File: config.mk
export PLATFORM = sky130hd
export DESIGN_NAME = phyan_ctrl
export DESIGN_NICKNAME = d
export VERILOG_FILES = /design/src/shared/phyan_pkg.sv /design/src/hdl/phyan_ctrl.sv
export SDC_FILE = /design/constraint.sdc
export NUM_CORES = 1
export LEC_CHECK = 0
export BUFFER_PORTS_ARGS = -buffer_cell sky130_fd_sc_hd__buf_2
export CAP_MARGIN = 10
export CORE_ASPECT_RATIO = 0.5
export CORE_MARGIN = 2
export CORE_UTILIZATION = 50
export CTS_CLUSTER_DIAMETER = 200
export DETAILED_ROUTE_END_ITERATION = 8
export GPL_TIMING_DRIVEN = 0
export HOLD_SLACK_MARGIN = 0.03
export PLACE_DENSITY = 0.76
export SYNTH_ARGS = -nofsm -noshare
export SYNTH_HDL_FRONTEND = slang
export SYNTH_SLANG_ARGS = --single-unit
File: constraint.sdc
create_clock -name clk_sys_i -period 3 [get_ports clk_sys_i]
set_input_delay 0.3 -clock clk_sys_i [delete_from_list [all_inputs] [get_ports clk_sys_i]]
set_output_delay 0.3 -clock clk_sys_i [all_outputs]
set_load 0.02 [all_outputs]
File: src/shared/phyan_pkg.sv
// Constants, types and register map for the negotiation control block
package phyan_pkg;

  // Register indices; byte address is four times the index
  localparam logic [4:0] IDX_CTRL = 5'h00;
  localparam logic [4:0] IDX_STAT = 5'h01;
  localparam logic [4:0] IDX_ADV = 5'h04;
  localparam logic [4:0] IDX_LPAR = 5'h05;
  localparam logic [4:0] IDX_EXP = 5'h06;
  localparam logic [4:0] IDX_PSTS = 5'h10;

  // Control register bit positions
  localparam int CB_RESET = 15;
  localparam int CB_SPEED = 13;
  localparam int CB_AN_EN = 12;
  localparam int CB_ISO = 10;
  localparam int CB_RESTART = 9;
  localparam int CB_DUPLEX = 8;

  // Status register bit positions of the live bits
  localparam int SB_ANC = 5;
  localparam int SB_RFLT = 4;
  localparam int SB_LINK = 2;

  // Ability field in advertisement and partner words
  localparam int AB_HI = 8;
  localparam int AB_LO = 5;
  localparam int LP_RFLT = 13;
  localparam int LP_NP = 15;

  // Reset values
  localparam logic [15:0] CTRL_RST = 16'h3100;
  localparam logic [15:0] ADV_RST = 16'h01e1;
  localparam logic [15:0] STAT_FIXED = 16'h7849;
  localparam logic [3:0] STRAP_LO_ABIL = 4'h5;
  localparam logic [3:0] STRAP_HI_ABIL = 4'hf;

  // Partner words loaded by parallel detection
  localparam logic [15:0] PD_100_WORD = 16'h0081;
  localparam logic [15:0] PD_10_WORD = 16'h0021;

  // Timing
  localparam int CLK_MHZ = 40;
  localparam int SW_ISO_US = 100;
  localparam int RST_ISO_US = 500;
  localparam int SW_ISO_CYC = SW_ISO_US * CLK_MHZ;
  localparam int RST_ISO_CYC_DEF = RST_ISO_US * CLK_MHZ;
  localparam logic [14:0] ISO_SW_LD = 15'(SW_ISO_CYC - 1);
  localparam logic [1:0] STRAP_SETTLE = 2'h3;

  // Negotiation states
  typedef enum logic [1:0] {AN_OFF, AN_ADVERT, AN_WAIT_LINK, AN_GOOD} phyan_st_t;

  // Whole block state
  typedef struct packed {
    logic [15:0] ctrl;
    logic [15:0] adv;
    logic [15:0] lpar;
    logic pdf;
    logic page_rx;
    logic lp_an_able;
    logic an_cmpl;
    phyan_st_t st;
    logic [14:0] iso_cnt;
    logic iso;
    logic [2:0] strap_sync;
    logic [1:0] strap_cnt;
    logic strap_done;
    logic spd100;
    logic fdx;
    logic flp;
    logic rx_dv;
    logic tx_en;
    logic [31:0] prdata;
    logic pready;
    logic pslverr;
  } phyan_state_t;

endpackage

File: src/hdl/phyan_ctrl.sv
// Auto-negotiation control, status registers and isolate release
//
// How it works
// - Isolate clear releases within 100 us
// - Reset release leaves isolate within 500 us
// - Strap pin seeds advertised abilities at reset
// - Advertisement word sent in pulse bursts
// - Resolve 100FD, 100HD, 10FD, 10HD priority
// - Forced mode uses speed and duplex bits
// - Negotiation ignores speed and duplex bits
// - Summary register shows resolved speed
// - Fixed ability bits read one, T4 zero
// - Status shows complete, fault, link, preamble
// - All abilities advertised with strap high, software may clear
// - Partner register captures every page received while advertising
// - Parallel detect loads 0081h or 0021h
// - Expansion register reports page and fault
// - Control bits enable, disable, restart negotiation
// - Software may override strap via advertisement register
// - Bit 9 restarts negotiation any time bit 12 is set and the strap is taken
//
// Decided for this implementation: register access over APB.
module phyan_ctrl
  import phyan_pkg::*;
#(
  parameter int unsigned RST_ISO_CYC = RST_ISO_CYC_DEF
) (
  input wire logic clk_sys_i,
  input wire logic sys_rst_i,
  input wire logic psel_i,
  input wire logic penable_i,
  input wire logic pwrite_i,
  input wire logic [6:0] paddr_i,
  input wire logic [31:0] pwdata_i,
  input wire logic [3:0] pstrb_i,
  output logic [31:0] prdata_o,
  output logic pready_o,
  output logic pslverr_o,
  input wire logic advert_strap_pin_i,
  input wire logic rx_page_valid_i,
  input wire logic [15:0] rx_page_word_i,
  input wire logic link_100_i,
  input wire logic link_10_i,
  input wire logic mac_rx_dv_i,
  input wire logic mac_tx_en_i,
  output logic mac_rx_dv_o,
  output logic line_tx_en_o,
  output logic isolate_o,
  output logic flp_enable_o,
  output logic [15:0] tx_advert_o,
  output logic speed_100_o,
  output logic full_duplex_o,
  output logic an_complete_o
);

  ////////////////////////////////////////////////////////////////////
  // Declarations

  // Reload value of the isolate timer after any reset
  localparam logic [14:0] ISO_RST_LD = 15'(RST_ISO_CYC - 1);

  phyan_state_t cur; // Registered state
  phyan_state_t nxt; // Next state
  logic acc; // APB access phase
  logic wr_s; // Write completes this edge
  logic rd_s; // Read completes this edge
  logic [4:0] idx; // Word index from address
  logic bad_addr; // Unmapped or unaligned
  logic [15:0] wmask; // Byte lane mask
  logic [15:0] rd16; // Read mux result
  logic [15:0] stat; // Basic status word
  logic [3:0] common; // Shared abilities of this page
  logic lnk; // Link of the selected speed
  logic link_ok; // Link valid in current mode

  ////////////////////////////////////////////////////////////////////
  // Helpers

  // Reset image of the whole state
  function automatic phyan_state_t init_s();
    phyan_state_t s;
    s = '0;
    s.ctrl = CTRL_RST;
    s.adv = ADV_RST;
    s.st = AN_OFF;
    s.iso = 1'b1;
    s.iso_cnt = ISO_RST_LD;
    return s;
  endfunction

  // Highest common mode, as {speed100, full duplex}
  function automatic logic [1:0] pick(input logic [3:0] c);
    logic [1:0] r;
    r = 2'h0;
    if (c[3]) begin
      r = 2'h3;
    end else if (c[2]) begin
      r = 2'h2;
    end else if (c[1]) begin
      r = 2'h1;
    end
    return r;
  endfunction

  ////////////////////////////////////////////////////////////////////
  // Bus decode

  // Request completes only on the edge that sees pready high
  assign acc = psel_i & penable_i;
  assign wr_s = acc & cur.pready & pwrite_i & ~cur.pslverr;
  assign rd_s = acc & cur.pready & ~pwrite_i & ~cur.pslverr;
  assign idx = paddr_i[6:2];
  assign wmask = {{8{pstrb_i[1]}}, {8{pstrb_i[0]}}};
  assign lnk = cur.spd100 ? link_100_i : link_10_i;
  assign link_ok = (cur.st == AN_GOOD) | ((cur.st == AN_OFF) & lnk);
  assign common = cur.adv[AB_HI:AB_LO] & rx_page_word_i[AB_HI:AB_LO];

  // Read mux and address check
  always_comb begin
    stat = STAT_FIXED;
    stat[SB_ANC] = cur.an_cmpl;
    stat[SB_RFLT] = cur.lpar[LP_RFLT] & cur.lp_an_able;
    stat[SB_LINK] = link_ok;
    bad_addr = (paddr_i[1:0] != 2'h0);
    rd16 = 16'h0000;
    case (idx)
      IDX_CTRL: begin
        rd16 = cur.ctrl;
      end
      IDX_STAT: begin
        rd16 = stat;
      end
      IDX_ADV: begin
        rd16 = cur.adv;
      end
      IDX_LPAR: begin
        rd16 = cur.lpar;
      end
      IDX_EXP: begin
        // Fault, partner next page, local next page, page, partner able
        rd16 = {11'h000, cur.pdf, cur.lpar[LP_NP], 1'b0, cur.page_rx,
                cur.lp_an_able};
      end
      IDX_PSTS: begin
        // Link, 10 Mb/s flag, duplex, complete
        rd16 = {11'h000, cur.an_cmpl, 1'b0, cur.fdx, ~cur.spd100,
                link_ok};
      end
      default: begin
        bad_addr = 1'b1;
      end
    endcase
  end

  ////////////////////////////////////////////////////////////////////
  // Next state

  always_comb begin
    nxt = cur;

    // Restart bit clears itself after one cycle
    nxt.ctrl[CB_RESTART] = 1'b0;

    // APB: one wait state, then answer
    nxt.pready = 1'b0;
    nxt.pslverr = 1'b0;
    if (acc && !cur.pready) begin
      nxt.pready = 1'b1;
      nxt.pslverr = bad_addr;
      nxt.prdata = {16'h0000, rd16};
    end
    // Writes; read-only words ignore them
    if (wr_s && idx == IDX_CTRL) begin
      nxt.ctrl = (cur.ctrl & ~wmask) | (pwdata_i[15:0] & wmask);
    end
    if (wr_s && idx == IDX_ADV) begin
      nxt.adv = (cur.adv & ~wmask) | (pwdata_i[15:0] & wmask);
    end
    // Reading expansion clears its sticky bits; sets below win
    if (rd_s && idx == IDX_EXP) begin
      nxt.page_rx = 1'b0;
      nxt.pdf = 1'b0;
    end

    // Strap: three stages, value taken when last two agree
    nxt.strap_sync = {cur.strap_sync[1:0], advert_strap_pin_i};
    if (!cur.strap_done) begin
      if (cur.strap_cnt != STRAP_SETTLE) begin
        nxt.strap_cnt = cur.strap_cnt + 2'h1;
      end else if (cur.strap_sync[1] == cur.strap_sync[2]) begin
        nxt.adv[AB_HI:AB_LO] = cur.strap_sync[2] ? STRAP_HI_ABIL :
                               STRAP_LO_ABIL;
        nxt.strap_done = 1'b1;
      end
    end

    // Isolate: held while bit set, timed release after
    if (cur.ctrl[CB_ISO]) begin
      nxt.iso = 1'b1;
      nxt.iso_cnt = ISO_SW_LD;
    end else if (cur.iso_cnt != 15'h0000) begin
      nxt.iso_cnt = cur.iso_cnt - 15'h0001;
    end else begin
      nxt.iso = 1'b0;
    end

    // Negotiation
    case (cur.st)
      AN_OFF: begin
        // Forced mode follows the control bits
        nxt.spd100 = cur.ctrl[CB_SPEED];
        nxt.fdx = cur.ctrl[CB_DUPLEX];
        nxt.an_cmpl = 1'b0;
        // Wait for the strap so the first burst is right
        if (cur.ctrl[CB_AN_EN] && cur.strap_done) begin
          nxt.st = AN_ADVERT;
        end
      end
      AN_ADVERT: begin
        if (rx_page_valid_i) begin
          // Every page lands in the partner register
          nxt.lpar = rx_page_word_i;
          nxt.page_rx = 1'b1;
          nxt.lp_an_able = 1'b1;
          // Last page with a shared mode resolves
          if (!rx_page_word_i[LP_NP] && common != 4'h0) begin
            {nxt.spd100, nxt.fdx} = pick(common);
            nxt.an_cmpl = 1'b1;
            nxt.st = AN_WAIT_LINK;
          end
        end else if (!cur.lp_an_able && (link_100_i ^ link_10_i)) begin
          // Partner without negotiation: parallel detect
          nxt.lpar = link_100_i ? PD_100_WORD : PD_10_WORD;
          nxt.spd100 = link_100_i;
          nxt.fdx = 1'b0;
          nxt.an_cmpl = 1'b1;
          nxt.st = AN_GOOD;
        end else if (!cur.lp_an_able && link_100_i && link_10_i) begin
          nxt.pdf = 1'b1;
        end
      end
      AN_WAIT_LINK: begin
        // Resolved mode holds; control bits play no part
        if (lnk) begin
          nxt.st = AN_GOOD;
        end
      end
      AN_GOOD: begin
        // Lost link resumes negotiation
        if (!lnk) begin
          nxt.st = AN_ADVERT;
          nxt.an_cmpl = 1'b0;
          nxt.lp_an_able = 1'b0;
        end
      end
      default: begin
        nxt.st = AN_OFF;
      end
    endcase
    // Enable and restart take priority over the sequence
    if (!cur.ctrl[CB_AN_EN]) begin
      nxt.st = AN_OFF;
    end else if (cur.ctrl[CB_RESTART] && cur.strap_done) begin
      nxt.st = AN_ADVERT;
      nxt.an_cmpl = 1'b0;
      nxt.lp_an_able = 1'b0;
    end

    // Software reset: whole block but the strap synchroniser back to reset image
    if (cur.ctrl[CB_RESET]) begin
      nxt = init_s();
      nxt.strap_sync = {cur.strap_sync[1:0], advert_strap_pin_i};
    end

    // Output stage flops
    nxt.flp = (nxt.st == AN_ADVERT);
    nxt.rx_dv = ~nxt.iso & mac_rx_dv_i;
    nxt.tx_en = ~nxt.iso & mac_tx_en_i;
  end

  ////////////////////////////////////////////////////////////////////
  // State register

  always_ff @(posedge clk_sys_i) begin
    if (sys_rst_i) begin
      cur <= init_s();
    end else begin
      cur <= nxt;
    end
  end

  ////////////////////////////////////////////////////////////////////
  // Outputs, all straight from flops

  assign prdata_o = cur.prdata;
  assign pready_o = cur.pready;
  assign pslverr_o = cur.pslverr;
  assign mac_rx_dv_o = cur.rx_dv;
  assign line_tx_en_o = cur.tx_en;
  assign isolate_o = cur.iso;
  assign flp_enable_o = cur.flp;
  assign tx_advert_o = cur.adv;
  assign speed_100_o = cur.spd100;
  assign full_duplex_o = cur.fdx;
  assign an_complete_o = cur.an_cmpl;

  ////////////////////////////////////////////////////////////////////
  // Checks

  // Full-duplex 100 wins whenever both sides offer it
  AST_RESOLVE_PRIO: assert property (@(posedge clk_sys_i) disable iff (sys_rst_i)
    (cur.st == AN_ADVERT && rx_page_valid_i && !rx_page_word_i[LP_NP]
     && common[3] && cur.ctrl[CB_AN_EN] && !cur.ctrl[CB_RESET]
     && !cur.ctrl[CB_RESTART])
    |=> (cur.spd100 && cur.fdx && cur.an_cmpl))
    else $error("resolution did not pick 100 full duplex");

  // Forced mode copies speed and duplex bits
  AST_FORCED_MODE: assert property (@(posedge clk_sys_i) disable iff (sys_rst_i)
    (cur.st == AN_OFF && !cur.ctrl[CB_RESET])
    |=> (cur.spd100 == $past(cur.ctrl[CB_SPEED])
         && cur.fdx == $past(cur.ctrl[CB_DUPLEX])))
    else $error("forced mode does not follow control bits");

  // Resolved mode ignores control bits
  AST_AN_HOLDS: assert property (@(posedge clk_sys_i) disable iff (sys_rst_i)
    ((cur.st == AN_WAIT_LINK || cur.st == AN_GOOD) && cur.ctrl[CB_AN_EN]
     && !cur.ctrl[CB_RESET])
    |=> ($stable(cur.spd100) && $stable(cur.fdx)))
    else $error("negotiated mode changed on its own");

  // Received pages are captured
  AST_PAGE_CAPTURE: assert property (@(posedge clk_sys_i) disable iff (sys_rst_i)
    (cur.st == AN_ADVERT && rx_page_valid_i && cur.ctrl[CB_AN_EN]
     && !cur.ctrl[CB_RESET])
    |=> (cur.lpar == $past(rx_page_word_i) && cur.page_rx))
    else $error("partner page not captured");

  // Parallel detection at 100 loads its fixed word
  AST_PD_WORD: assert property (@(posedge clk_sys_i) disable iff (sys_rst_i)
    (cur.st == AN_ADVERT && !rx_page_valid_i && !cur.lp_an_able
     && link_100_i && !link_10_i && cur.ctrl[CB_AN_EN]
     && !cur.ctrl[CB_RESET] && !cur.ctrl[CB_RESTART])
    |=> (cur.lpar == PD_100_WORD && cur.st == AN_GOOD && cur.spd100))
    else $error("parallel detect word wrong");

  // Isolate timer counts down by one once the bit is clear
  AST_ISO_COUNT: assert property (@(posedge clk_sys_i) disable iff (sys_rst_i)
    (cur.iso_cnt != 15'h0000 && !cur.ctrl[CB_ISO] && !cur.ctrl[CB_RESET])
    |=> (cur.iso && cur.iso_cnt == $past(cur.iso_cnt) - 15'h0001))
    else $error("isolate timer stalled");

  // Bit clear starts the short release window
  AST_ISO_SW: assert property (@(posedge clk_sys_i) disable iff (sys_rst_i)
    ($fell(cur.ctrl[CB_ISO]) && !cur.ctrl[CB_RESET])
    |-> (cur.iso && cur.iso_cnt == ISO_SW_LD))
    else $error("isolate release not armed");

  // Isolate drops the cycle after the timer empties
  AST_ISO_END: assert property (@(posedge clk_sys_i) disable iff (sys_rst_i)
    (cur.iso_cnt == 15'h0000 && !cur.ctrl[CB_ISO] && !cur.ctrl[CB_RESET])
    |=> !cur.iso)
    else $error("isolate held past its window");

  // Strap value lands in the ability field
  AST_STRAP: assert property (@(posedge clk_sys_i) disable iff (sys_rst_i)
    (!cur.strap_done && cur.strap_cnt == STRAP_SETTLE && !cur.ctrl[CB_RESET]
     && cur.strap_sync[1] == cur.strap_sync[2] && !wr_s)
    |=> (cur.strap_done && cur.adv[AB_HI:AB_LO]
         == ($past(cur.strap_sync[2]) ? STRAP_HI_ABIL : STRAP_LO_ABIL)))
    else $error("strap not loaded");

  // MAC side stays quiet while isolated
  AST_ISO_GATE: assert property (@(posedge clk_sys_i) disable iff (sys_rst_i)
    cur.iso |-> (!cur.rx_dv && !cur.tx_en))
    else $error("MAC activity while isolated");

  // Restart returns to advertising and clears itself
  AST_RESTART: assert property (@(posedge clk_sys_i) disable iff (sys_rst_i)
    (cur.ctrl[CB_RESTART] && cur.ctrl[CB_AN_EN] && cur.strap_done
     && !cur.ctrl[CB_RESET] && !wr_s)
    |=> (cur.st == AN_ADVERT && !cur.ctrl[CB_RESTART] && cur.flp))
    else $error("restart not honoured");

endmodule

==> results of run 1 <==
==> synth_stat cells, types with 7 or more instances <==
cell type and instances:
or3_1 9, nand2_1 41, a221oi_1 7, nor2_1 35
mux2i_1 17, buf_4 48, inv_1 12, and3_1 7
o21ai_0 53, clkbuf_1 28, nand4_1 10, nor3_1 13
a21oi_1 46, dfxtp_1 99, nand3_1 43
==> metal layers <==
layer	vias up	global-route usage [%]	routed length (um)
met4	0	7.120	161
met1	2231	37.49	6628
met2	209	42.39	6180
met3	18	8.242	1335
met5	-	0	0
li1	2315	-	-
==> area by class of cell <==
class / instances / share of cell area [%]
flip-flops and latches: 99 / 33.67
clock inverters: 6 / 0.8503
well taps: 135 / 2.870
inverters: 12 / 0.7653
repair buffers: 88 / 7.483
multi-input cells: 412 / 41.79
clock buffers: 9 / 3.827
plain buffers: 84 / 8.737
==> through the flow <==
stage	cell area, um2	util (%)
detailed placement	5610	58.81
global placement	5610	58.81
CTS	5886	61.69
global route	5886	61.69
finish	5886	61.69
floorplan	5001	-
==> cell families (layout without fill, tap and decap cells) <==
kind of cell             after synthesis  in the layout  share of synthesized area [%]
AND/OR/NAND/NOR                      212            212                          23.10
AO/OA/AOI/OAI                        155            155                          19.38
XOR/XNOR                               4              4                         0.7086
other                                  1             16                        0.07584
buffers and inverters                 96            199                          11.31
multiplexers                          22             22                          4.580
adder cells (fa/ha/maj)                3              3                         0.7592
flip-flops                            99             99                          40.08
==> path summary, 6_finish.rpt <==
path | startpoint | endpoint | slack (ns) | cells past startpoint
worst min register to register | cur[42]$_SDFF_PP0_ | cur[43]$_SDFF_PP0_ | 0.46 | 1
worst max-delay path | pready_o$_SDFF_PP0_ | tx_advert_o[5]$_SDFF_PP1_ | 0.64 | 4
worst max register to register | pready_o$_SDFF_PP0_ | tx_advert_o[5]$_SDFF_PP1_ | 0.64 | 4
worst min-delay path | mac_rx_dv_i | mac_rx_dv_o$_SDFF_PP0_ | 0.15 | 2
==> where the power goes <==
group	switching, mW	leakage (nW)	total [mW]	internal, mW
combinational	0.303	1.47	0.487	0.184
sequential	0.0546	0.802	1.43	1.38
clock	0.530	0.134	1.10	0.570
total	0.888	2.41	3.02	2.13
==> impl_metrics.csv, run 1 <==
group,metric,value,unit
worst_setup_path,critPathSlowestCell,"nor4_4",
floorplan,ios,127,
power_and_ir_drop,irDropWorstVdd,0.2550,mV
global_routing,gr-total-overflow,0,
routing,drt-initial-drc-count,374,
worst_setup_path,cp.arrival,2.57,ns
logic_synthesis,synthCells,592,
logic_synthesis,syn_area,4945,um2
clock_tree,ctsResizeCount,0,
timing,rsz0062_at_grt,"no",
timing,max_freq,424.3,MHz
placement,post-place-ws,0.7409,ns
placement,gp_congestion,0.9612,
power_and_ir_drop,p_total,3.020,mW
placement,portBuffers,88,
cells_and_area,register_area,1982,um2
floorplan,core,9540,um2
power_and_ir_drop,p_leak,2.409,nW
timing,setup_tns,0,ns
logic_synthesis,ys_seq_area_share,40.08,%
cells_and_area,drive_above_1_share,23.66,%
worst_setup_path,path_cells,"nand4b_1, nor4_4, mux2i_1, nand3_1",
worst_setup_path,crit_family,"simple AND/OR/NAND/NOR gates",
clock_tree,clkLatencyLatePin,0.36,ns
clock_tree,holdBufCountCts,0,
logic_synthesis,yosys_warnings,0,
timing,period_minus_slack,2.357,ns
timing,fin_hold_ws,0.1494,ns
timing,worst_clock_skew,0.01160,ns
logic_synthesis,syn_avg_cell_area,8.353,um2
run,drv_cap,0,
global_routing,antenna_found_initial,0,
timing,setup_ws,0.6432,ns
global_routing,grt_first_pass_wirelength,22010,um
routing,dr.pass1.iters,5,
routing,routedWlPerCell,16.93,um
worst_setup_path,critical_path.max_fanout,8,
cells_and_area,nFillCells,859,
global_routing,grt_max_degree,18,
clock_tree,numCtsBuffers,9,
cells_and_area,insertedDiodeCount,0,
cells_and_area,multi_input_area,2460,um2
global_routing,gr-usage-all-layers,27.26,%
outcome,status,"finished clean",
floorplan,die_h,74.32,um
logic_synthesis,synth_area_leaders,"dfxtp_1 40%, buf_4 7.3%, o21ai_0 5.4%",
cells_and_area,fin_cells,845,
logic_synthesis,async_reset_ff_share,0,%
placement,hpwl,10920,um
timing,worst_slew_margin_rel,41.05,%
logic_synthesis,synth_area_leader_cell,"dfxtp_1",
clock_tree,ctsLongestPathBuffers,2,
timing,timing_worst_slew_pin_value,0.8777,ns
clock_tree,cts_setup_buffers,0,
timing,fin_crit_sh,78.56,%
worst_setup_path,critical_path.startpoint_type,"flip-flop",
timing,hold_viol,0,
routing,via_per_inst,5.649,
floorplan,initial_core_util,51.83,%
floorplan,placementRows,25,
cells_and_area,area.growth.synth_to_final,19.03,%
global_routing,grt_pass1_vias,4285,
power_and_ir_drop,cellPowerDensity,513.1,nW/um2
routing,vias,4773,
worst_hold_path,hp-class,"in -> reg",
placement,dpl.cell_count,830,
clock_tree,cts_tree,"yes",
timing,setup_viol,0,
worst_setup_path,cp_slowest_stage_delay,0.95,ns
worst_setup_path,crit_type,"reg -> reg",
worst_setup_path,path_buf_inv,0,
floorplan,fp.dieW,144.6,um
clock_tree,htreeDepth,3,
clock_tree,clk_pin_slew,0.07,ns
logic_synthesis,synth_cell_type_count,64,
logic_synthesis,ys.flop_type,"dfxtp_1",
logic_synthesis,synth_seq_cells,99,
worst_setup_path,crit_path_end_kind,"flip-flop",
clock_tree,cts.sinks,99,
worst_setup_path,required,3.21,ns
clock_tree,clock-root-buffer,"clkbuf_16",
routing,ant_nets,0,
logic_synthesis,synth_top_cell_area_share,40.08,%
logic_synthesis,synth_edf_count,0,
cells_and_area,layout_common_cells,"99 x dfxtp_1, 91 x buf_2, 53 x o21ai_0",
timing,slew_violations,0,
cells_and_area,layout_commonest_cell,"dfxtp_1",
cells_and_area,nNetsFinal,779,
floorplan,dieArea,10750,um2
routing,routed_wl,14310,um
routing,drc,0,
Power figures use the tool's default switching activity.
==> run 2, diff against run 1 <==
Settings changed: CORE_UTILIZATION 50 to 48.
Clock period 3 ns to 2 ns, I/O delays scaled along.
==> run 2 against run 1 <==
Effect of this change:
- fmax is 23% higher
- die area is 4.0% higher
- first-iteration DRC count is 9.1% lower
- non-clock buffer count is 3 higher
- final cell count is 1.1% higher
==> impl_metrics.csv, run 2 (synthesized netlist as in run 1, its figures left out) <==
group,metric,value,unit
worst_setup_path,required,2.21,ns
timing,rsz0062_at_grt,"yes",
cells_and_area,drive_above_1_share,25.35,%
global_routing,grt_first_pass_wirelength,21720,um
global_routing,use_met3,7.365,%
cells_and_area,nNetsFinal,782,
routing,via_per_inst,5.629,
worst_setup_path,r2r_cells,5,
routing,ant_nets,0,
timing,timing_worst_slew_pin_value,0.7483,ns
routing,drt-initial-drc-count,340,
timing,worst_clock_skew,0.007888,ns
timing,period_minus_slack,1.917,ns
worst_setup_path,critical_path.startpoint_type,"flip-flop",
global_routing,antenna_found_initial,0,
floorplan,ios,127,
power_and_ir_drop,p_switching,1.375,mW
cells_and_area,nFillCells,943,
placement,dpl.cell_count,835,
timing,setup_viol,0,
worst_setup_path,path_cells,"or2_2, clkbuf_1, clkbuf_2, clkbuf_1, a21oi_1",
worst_setup_path,crit_type,"reg -> reg",
cells_and_area,fin_cells,854,
cells_and_area,layout_commonest_cell,"dfxtp_1",
routing,vias,4807,
cells_and_area,register_area,1982,um2
placement,post-place-ws,-0.2027,ns
worst_setup_path,critical_path.max_fanout,10,
global_routing,grt_max_degree,20,
worst_setup_path,rrSetupSlack,0.08,ns
timing,slew_violations,0,
routing,routed_wl,14000,um
worst_setup_path,crit_family,"buffers and inverters",
timing,worst_slew_margin_rel,50.12,%
clock_tree,clock-root-buffer,"clkbuf_16",
worst_setup_path,crit_path_end_kind,"flip-flop",
global_routing,use_met2,41.86,%
clock_tree,numCtsBuffers,9,
power_and_ir_drop,irDropWorstVdd,0.3667,mV
clock_tree,htreeDepth,3,
timing,setup_ws,0.08330,ns
worst_setup_path,critPathSlowestCell,"clkbuf_1",
placement,hpwl,10450,um
placement,portBuffers,88,
worst_hold_path,hp-class,"in -> reg",
placement,gp_congestion,0.9164,
clock_tree,holdBufCountCts,0,
global_routing,grtUsageMet1,32.42,%
routing,drc,0,
outcome,status,"finished clean",
power_and_ir_drop,combPwrFrac,15.9,%
power_and_ir_drop,p_seq_share,46.6,%
power_and_ir_drop,intPower,3.227,mW
timing,fin_crit_sh,95.83,%
power_and_ir_drop,p_leak,2.454,nW
worst_setup_path,cp_common_cell,"clkbuf_1",
timing,hold_viol,0,
cells_and_area,insertedDiodeCount,0,
global_routing,gr-total-overflow,0,
floorplan,core,10120,um2
clock_tree,cts.sinks,99,
worst_setup_path,path_buf_inv,3,
global_routing,grt_pass1_vias,4244,
routing,dr.pass1.iters,6,
power_and_ir_drop,cellPowerDensity,769.7,nW/um2
worst_setup_path,path_depth,5,
global_routing,grt_busiest_layer,"met2",
global_routing,gr-usage-all-layers,25.17,%
floorplan,die_h,75.77,um
cells_and_area,area.growth.synth_to_final,20.93,%
routing,routedWlPerCell,16.40,um
clock_tree,ctsLongestPathBuffers,2,
floorplan,placementRows,26,
worst_setup_path,crit_end,"cur[81]$_SDFFE_PP0P_",
power_and_ir_drop,swShare,29.89,%
floorplan,dieArea,11180,um2
clock_tree,clkLatencyLatePin,0.35,ns
floorplan,initial_core_util,48.87,%
clock_tree,cts_tree,"yes",
clock_tree,clk_pin_slew,0.07,ns
worst_setup_path,crit-reg2reg-capture,"cur[81]$_SDFFE_PP0P_",
power_and_ir_drop,clkPwrFrac,37.5,%
floorplan,fp.dieW,147.5,um
worst_setup_path,cp_slowest_stage_delay,0.52,ns
cells_and_area,multi_input_area,2476,um2
worst_setup_path,cp.arrival,2.13,ns
cells_and_area,layout_common_cells,"99 x dfxtp_1, 90 x buf_2, 53 x o21ai_0, 53 x buf_4, 46 x a21oi_1",
timing,max_freq,521.7,MHz
run,drv_cap,0,
run 2: timing repair:
| action | in CTS | in global routing |
|---|---|---|
| pin swaps | 2 | 1 |
| setup buffers | 3 | 2 |
| setup endpoints to repair | 21 | 23 |
| resized for setup | 5 | 6 |
run 2: final cells by class:
type	instances	share of cell area [%]
multi-input cells	412	41.41
flip-flops and latches	99	33.15
plain buffers	82	8.579
repair buffers	93	8.203
clock buffers	9	3.766
well taps	140	2.929
clock inverters	7	1.214
inverters	12	0.7533
run 2: power groups by stage:
stage                     clock network, mW  logic [mW]  registers [mW]
after floorplan                           0       0.477            2.18
after global placement                    0       0.700            2.19
after detailed placement                  0       0.711            2.19
after CTS                              1.74       0.717            2.14
after global routing                   1.82       0.803            2.16
final                                  1.73       0.730            2.15
run 2: worst min-delay path by stage:
stage / start / end / slack (ns) / depth (start not counted)
floorplan: sys_rst_i / cur[42]$_SDFF_PP0_ / 0.27 / 1
global placement: mac_rx_dv_i / mac_rx_dv_o$_SDFF_PP0_ / 0.41 / 2
detailed placement: mac_tx_en_i / line_tx_en_o$_SDFF_PP0_ / 0.41 / 2
CTS: mac_tx_en_i / line_tx_en_o$_SDFF_PP0_ / 0.05 / 2
global route: mac_tx_en_i / line_tx_en_o$_SDFF_PP0_ / 0.06 / 2
finish: mac_tx_en_i / line_tx_en_o$_SDFF_PP0_ / 0.05 / 2
run 2: stage by stage:
step,instance area (um2),TNS (ns),power [mW],hold slack [ns],utilization (%)
6_report,5979,0,4.602,0.05307,59.10
5_1_grt,5979,-0.004662,4.783,0.06332,59.10
4_1_cts,5968,0,4.603,0.04699,58.99
3_5_place_dp,5617,-1.667,2.900,0.4061,55.52
3_3_place_gp,5617,-1.601,2.887,0.4093,55.52
2_1_floorplan,5001,0,2.661,0.2716,-
run 2: metal layers:
metal,vias to the layer above,wire length (um)
li1,2315,-
met1,2246,6235
met2,212,6221
met3,34,1286
met4,0,260
met5,-,0
==> run 3, diff against run 2 <==
Settings changed: RECOVER_POWER set to 50.
==> run 3 against run 2 <==
Effect of this change:
- register-to-register slack improved by 0.02 ns
- global-route usage unchanged
- sequential power about the same
- first-iteration DRC count increased by 4.1%
- design area decreased by 1.2%
- sequential cell count unchanged
- total power decreased by 0.23%
- combinational power decreased by 1%
- sequential share of layout area increased by 0.40 points
- critical path type unchanged
==> impl_metrics.csv, run 3 (synthesized netlist as in run 1, its figures left out) <==
group,metric,value,unit
global_routing,gr-usage-all-layers,25.17,%
routing,ant_nets,0,
timing,worst_clock_skew,0.007945,ns
timing,fin_hold_ws,0.05081,ns
global_routing,grt_max_degree,20,
global_routing,grtUsageMet1,32.42,%
global_routing,antenna_found_initial,0,
cells_and_area,nFillCells,966,
outcome,status,"finished clean",
placement,dpl.cell_count,835,
worst_setup_path,required,2.21,ns
routing,drt-initial-drc-count,354,
worst_setup_path,critical_path.max_fanout,10,
worst_setup_path,r2r_cells,5,
cells_and_area,utilization,58.40,%
clock_tree,clk_pin_slew,0.07,ns
routing,routedWlPerCell,16.41,um
timing,setup_tns,0,ns
clock_tree,holdBufCountCts,0,
routing,routed_wl,14010,um
placement,hpwl,10450,um
cells_and_area,layout_commonest_cell,"dfxtp_1",
timing,slew_violations,0,
global_routing,grt_first_pass_wirelength,21720,um
cells_and_area,area.growth.synth_to_final,19.48,%
power_and_ir_drop,irDropWorstVdd,0.3700,mV
clock_tree,cts.sinks,99,
timing,setup_viol,0,
global_routing,gr-total-overflow,0,
cells_and_area,register_area,1982,um2
routing,vias,4788,
placement,gp_congestion,0.9164,
global_routing,grt_pass1_vias,4244,
timing,timing_worst_slew_pin_value,0.7501,ns
cells_and_area,multi_input_area,2476,um2
floorplan,initial_core_util,48.87,%
placement,portBuffers,88,
worst_setup_path,crit_type,"reg -> reg",
power_and_ir_drop,cellPowerDensity,777.2,nW/um2
timing,rsz0062_at_grt,"yes",
clock_tree,cts_tree,"yes",
floorplan,dieArea,11180,um2
floorplan,fp.dieW,147.5,um
worst_setup_path,crit_path_end_kind,"flip-flop",
clock_tree,htreeDepth,3,
cells_and_area,insertedDiodeCount,0,
worst_hold_path,hp-class,"in -> reg",
global_routing,grt_busiest_layer,"met2",
global_routing,use_met3,7.365,%
cells_and_area,drive_above_1_share,19.33,%
worst_setup_path,critical_path.startpoint_type,"flip-flop",
routing,drc,0,
clock_tree,numCtsBuffers,9,
power_and_ir_drop,p_total,4.592,mW
timing,hold_viol,0,
power_and_ir_drop,p_leak,2.287,nW
floorplan,placementRows,26,
clock_tree,clock-root-buffer,"clkbuf_16",
global_routing,use_met2,41.86,%
run,drv_cap,0,
clock_tree,ctsLongestPathBuffers,2,
cells_and_area,nNetsFinal,782,
floorplan,ios,127,
timing,worst_slew_margin_rel,49.99,%
floorplan,core,10120,um2
timing,fin_crit_sh,95.02,%
floorplan,die_h,75.77,um
timing,period_minus_slack,1.900,ns
timing,max_freq,526.2,MHz
clock_tree,clkLatencyLatePin,0.35,ns
worst_hold_path,worstHoldPathCells,2,
cells_and_area,fin_cells,854,
worst_setup_path,cp.arrival,2.11,ns
routing,via_per_inst,5.607,
cells_and_area,layout_common_cells,"99 x dfxtp_1, 66 x clkbuf_1, 54 x o21ai_0",
routing,dr.pass1.iters,6,
[run 3: power breakdown]
part           internal [mW]  switching [mW]  total (mW)  leakage (nW)
clock                  0.881           0.842        1.72         0.143
combinational          0.270           0.451       0.721          1.34
sequential              2.07          0.0797        2.15         0.802
total                   3.22            1.37        4.59          2.29
[run 3: layer usage]
metal	up-vias	routed length, um
met4	0	263
met1	2228	6234
met5	-	0
met3	36	1271
met2	216	6240
li1	2308	-
[run 3: worst paths after layout]
| check | startpoint | endpoint | slack, ns |
|---|---|---|---|
| worst max register to register | flip-flop | cur[81]$_SDFFE_PP0P_ | 0.1 |
| worst min register to register | cur[42]$_SDFF_PP0_ | cur[43]$_SDFF_PP0_ | 0.45 |
| worst max-delay path | flip-flop | cur[81]$_SDFFE_PP0P_ | 0.1 |
| worst min-delay path | mac_tx_en_i | line_tx_en_o$_SDFF_PP0_ | 0.05 |
[run 3: critical path: stages, from the launching register on]
cell and delay, ns:
dfxtp_1 0.34, or2_2 0.11, clkbuf_1 0.33, clkbuf_2 0.39, clkbuf_1 0.50, a21oi_1 0.08
[run 3: final cells by class]
cell class	instances	area share [%]
Multi-Input combinational cell	412	41.91
Sequential cell	99	33.55
Buffer	82	8.683
Timing Repair Buffer	93	7.094
Clock buffer	9	3.812
Tap cell	140	2.965
Clock inverter	7	1.228
Inverter	12	0.7624
[run 3: timing repair]
action,in CTS,in global routing
pin swaps,2,1
setup buffers,3,2
cloned,0,0
setup endpoints to repair,21,23
resized for setup,5,6
[run 3: per-stage QoR]
stage / worst slack (ns) / area [um2]
2_1_floorplan: 0.1240 / 5001
3_3_place_gp: -0.1841 / 5617
3_5_place_dp: -0.2027 / 5617
4_1_cts: 0.03369 / 5968
5_1_grt: -0.004662 / 5908
6_report: 0.09956 / 5908
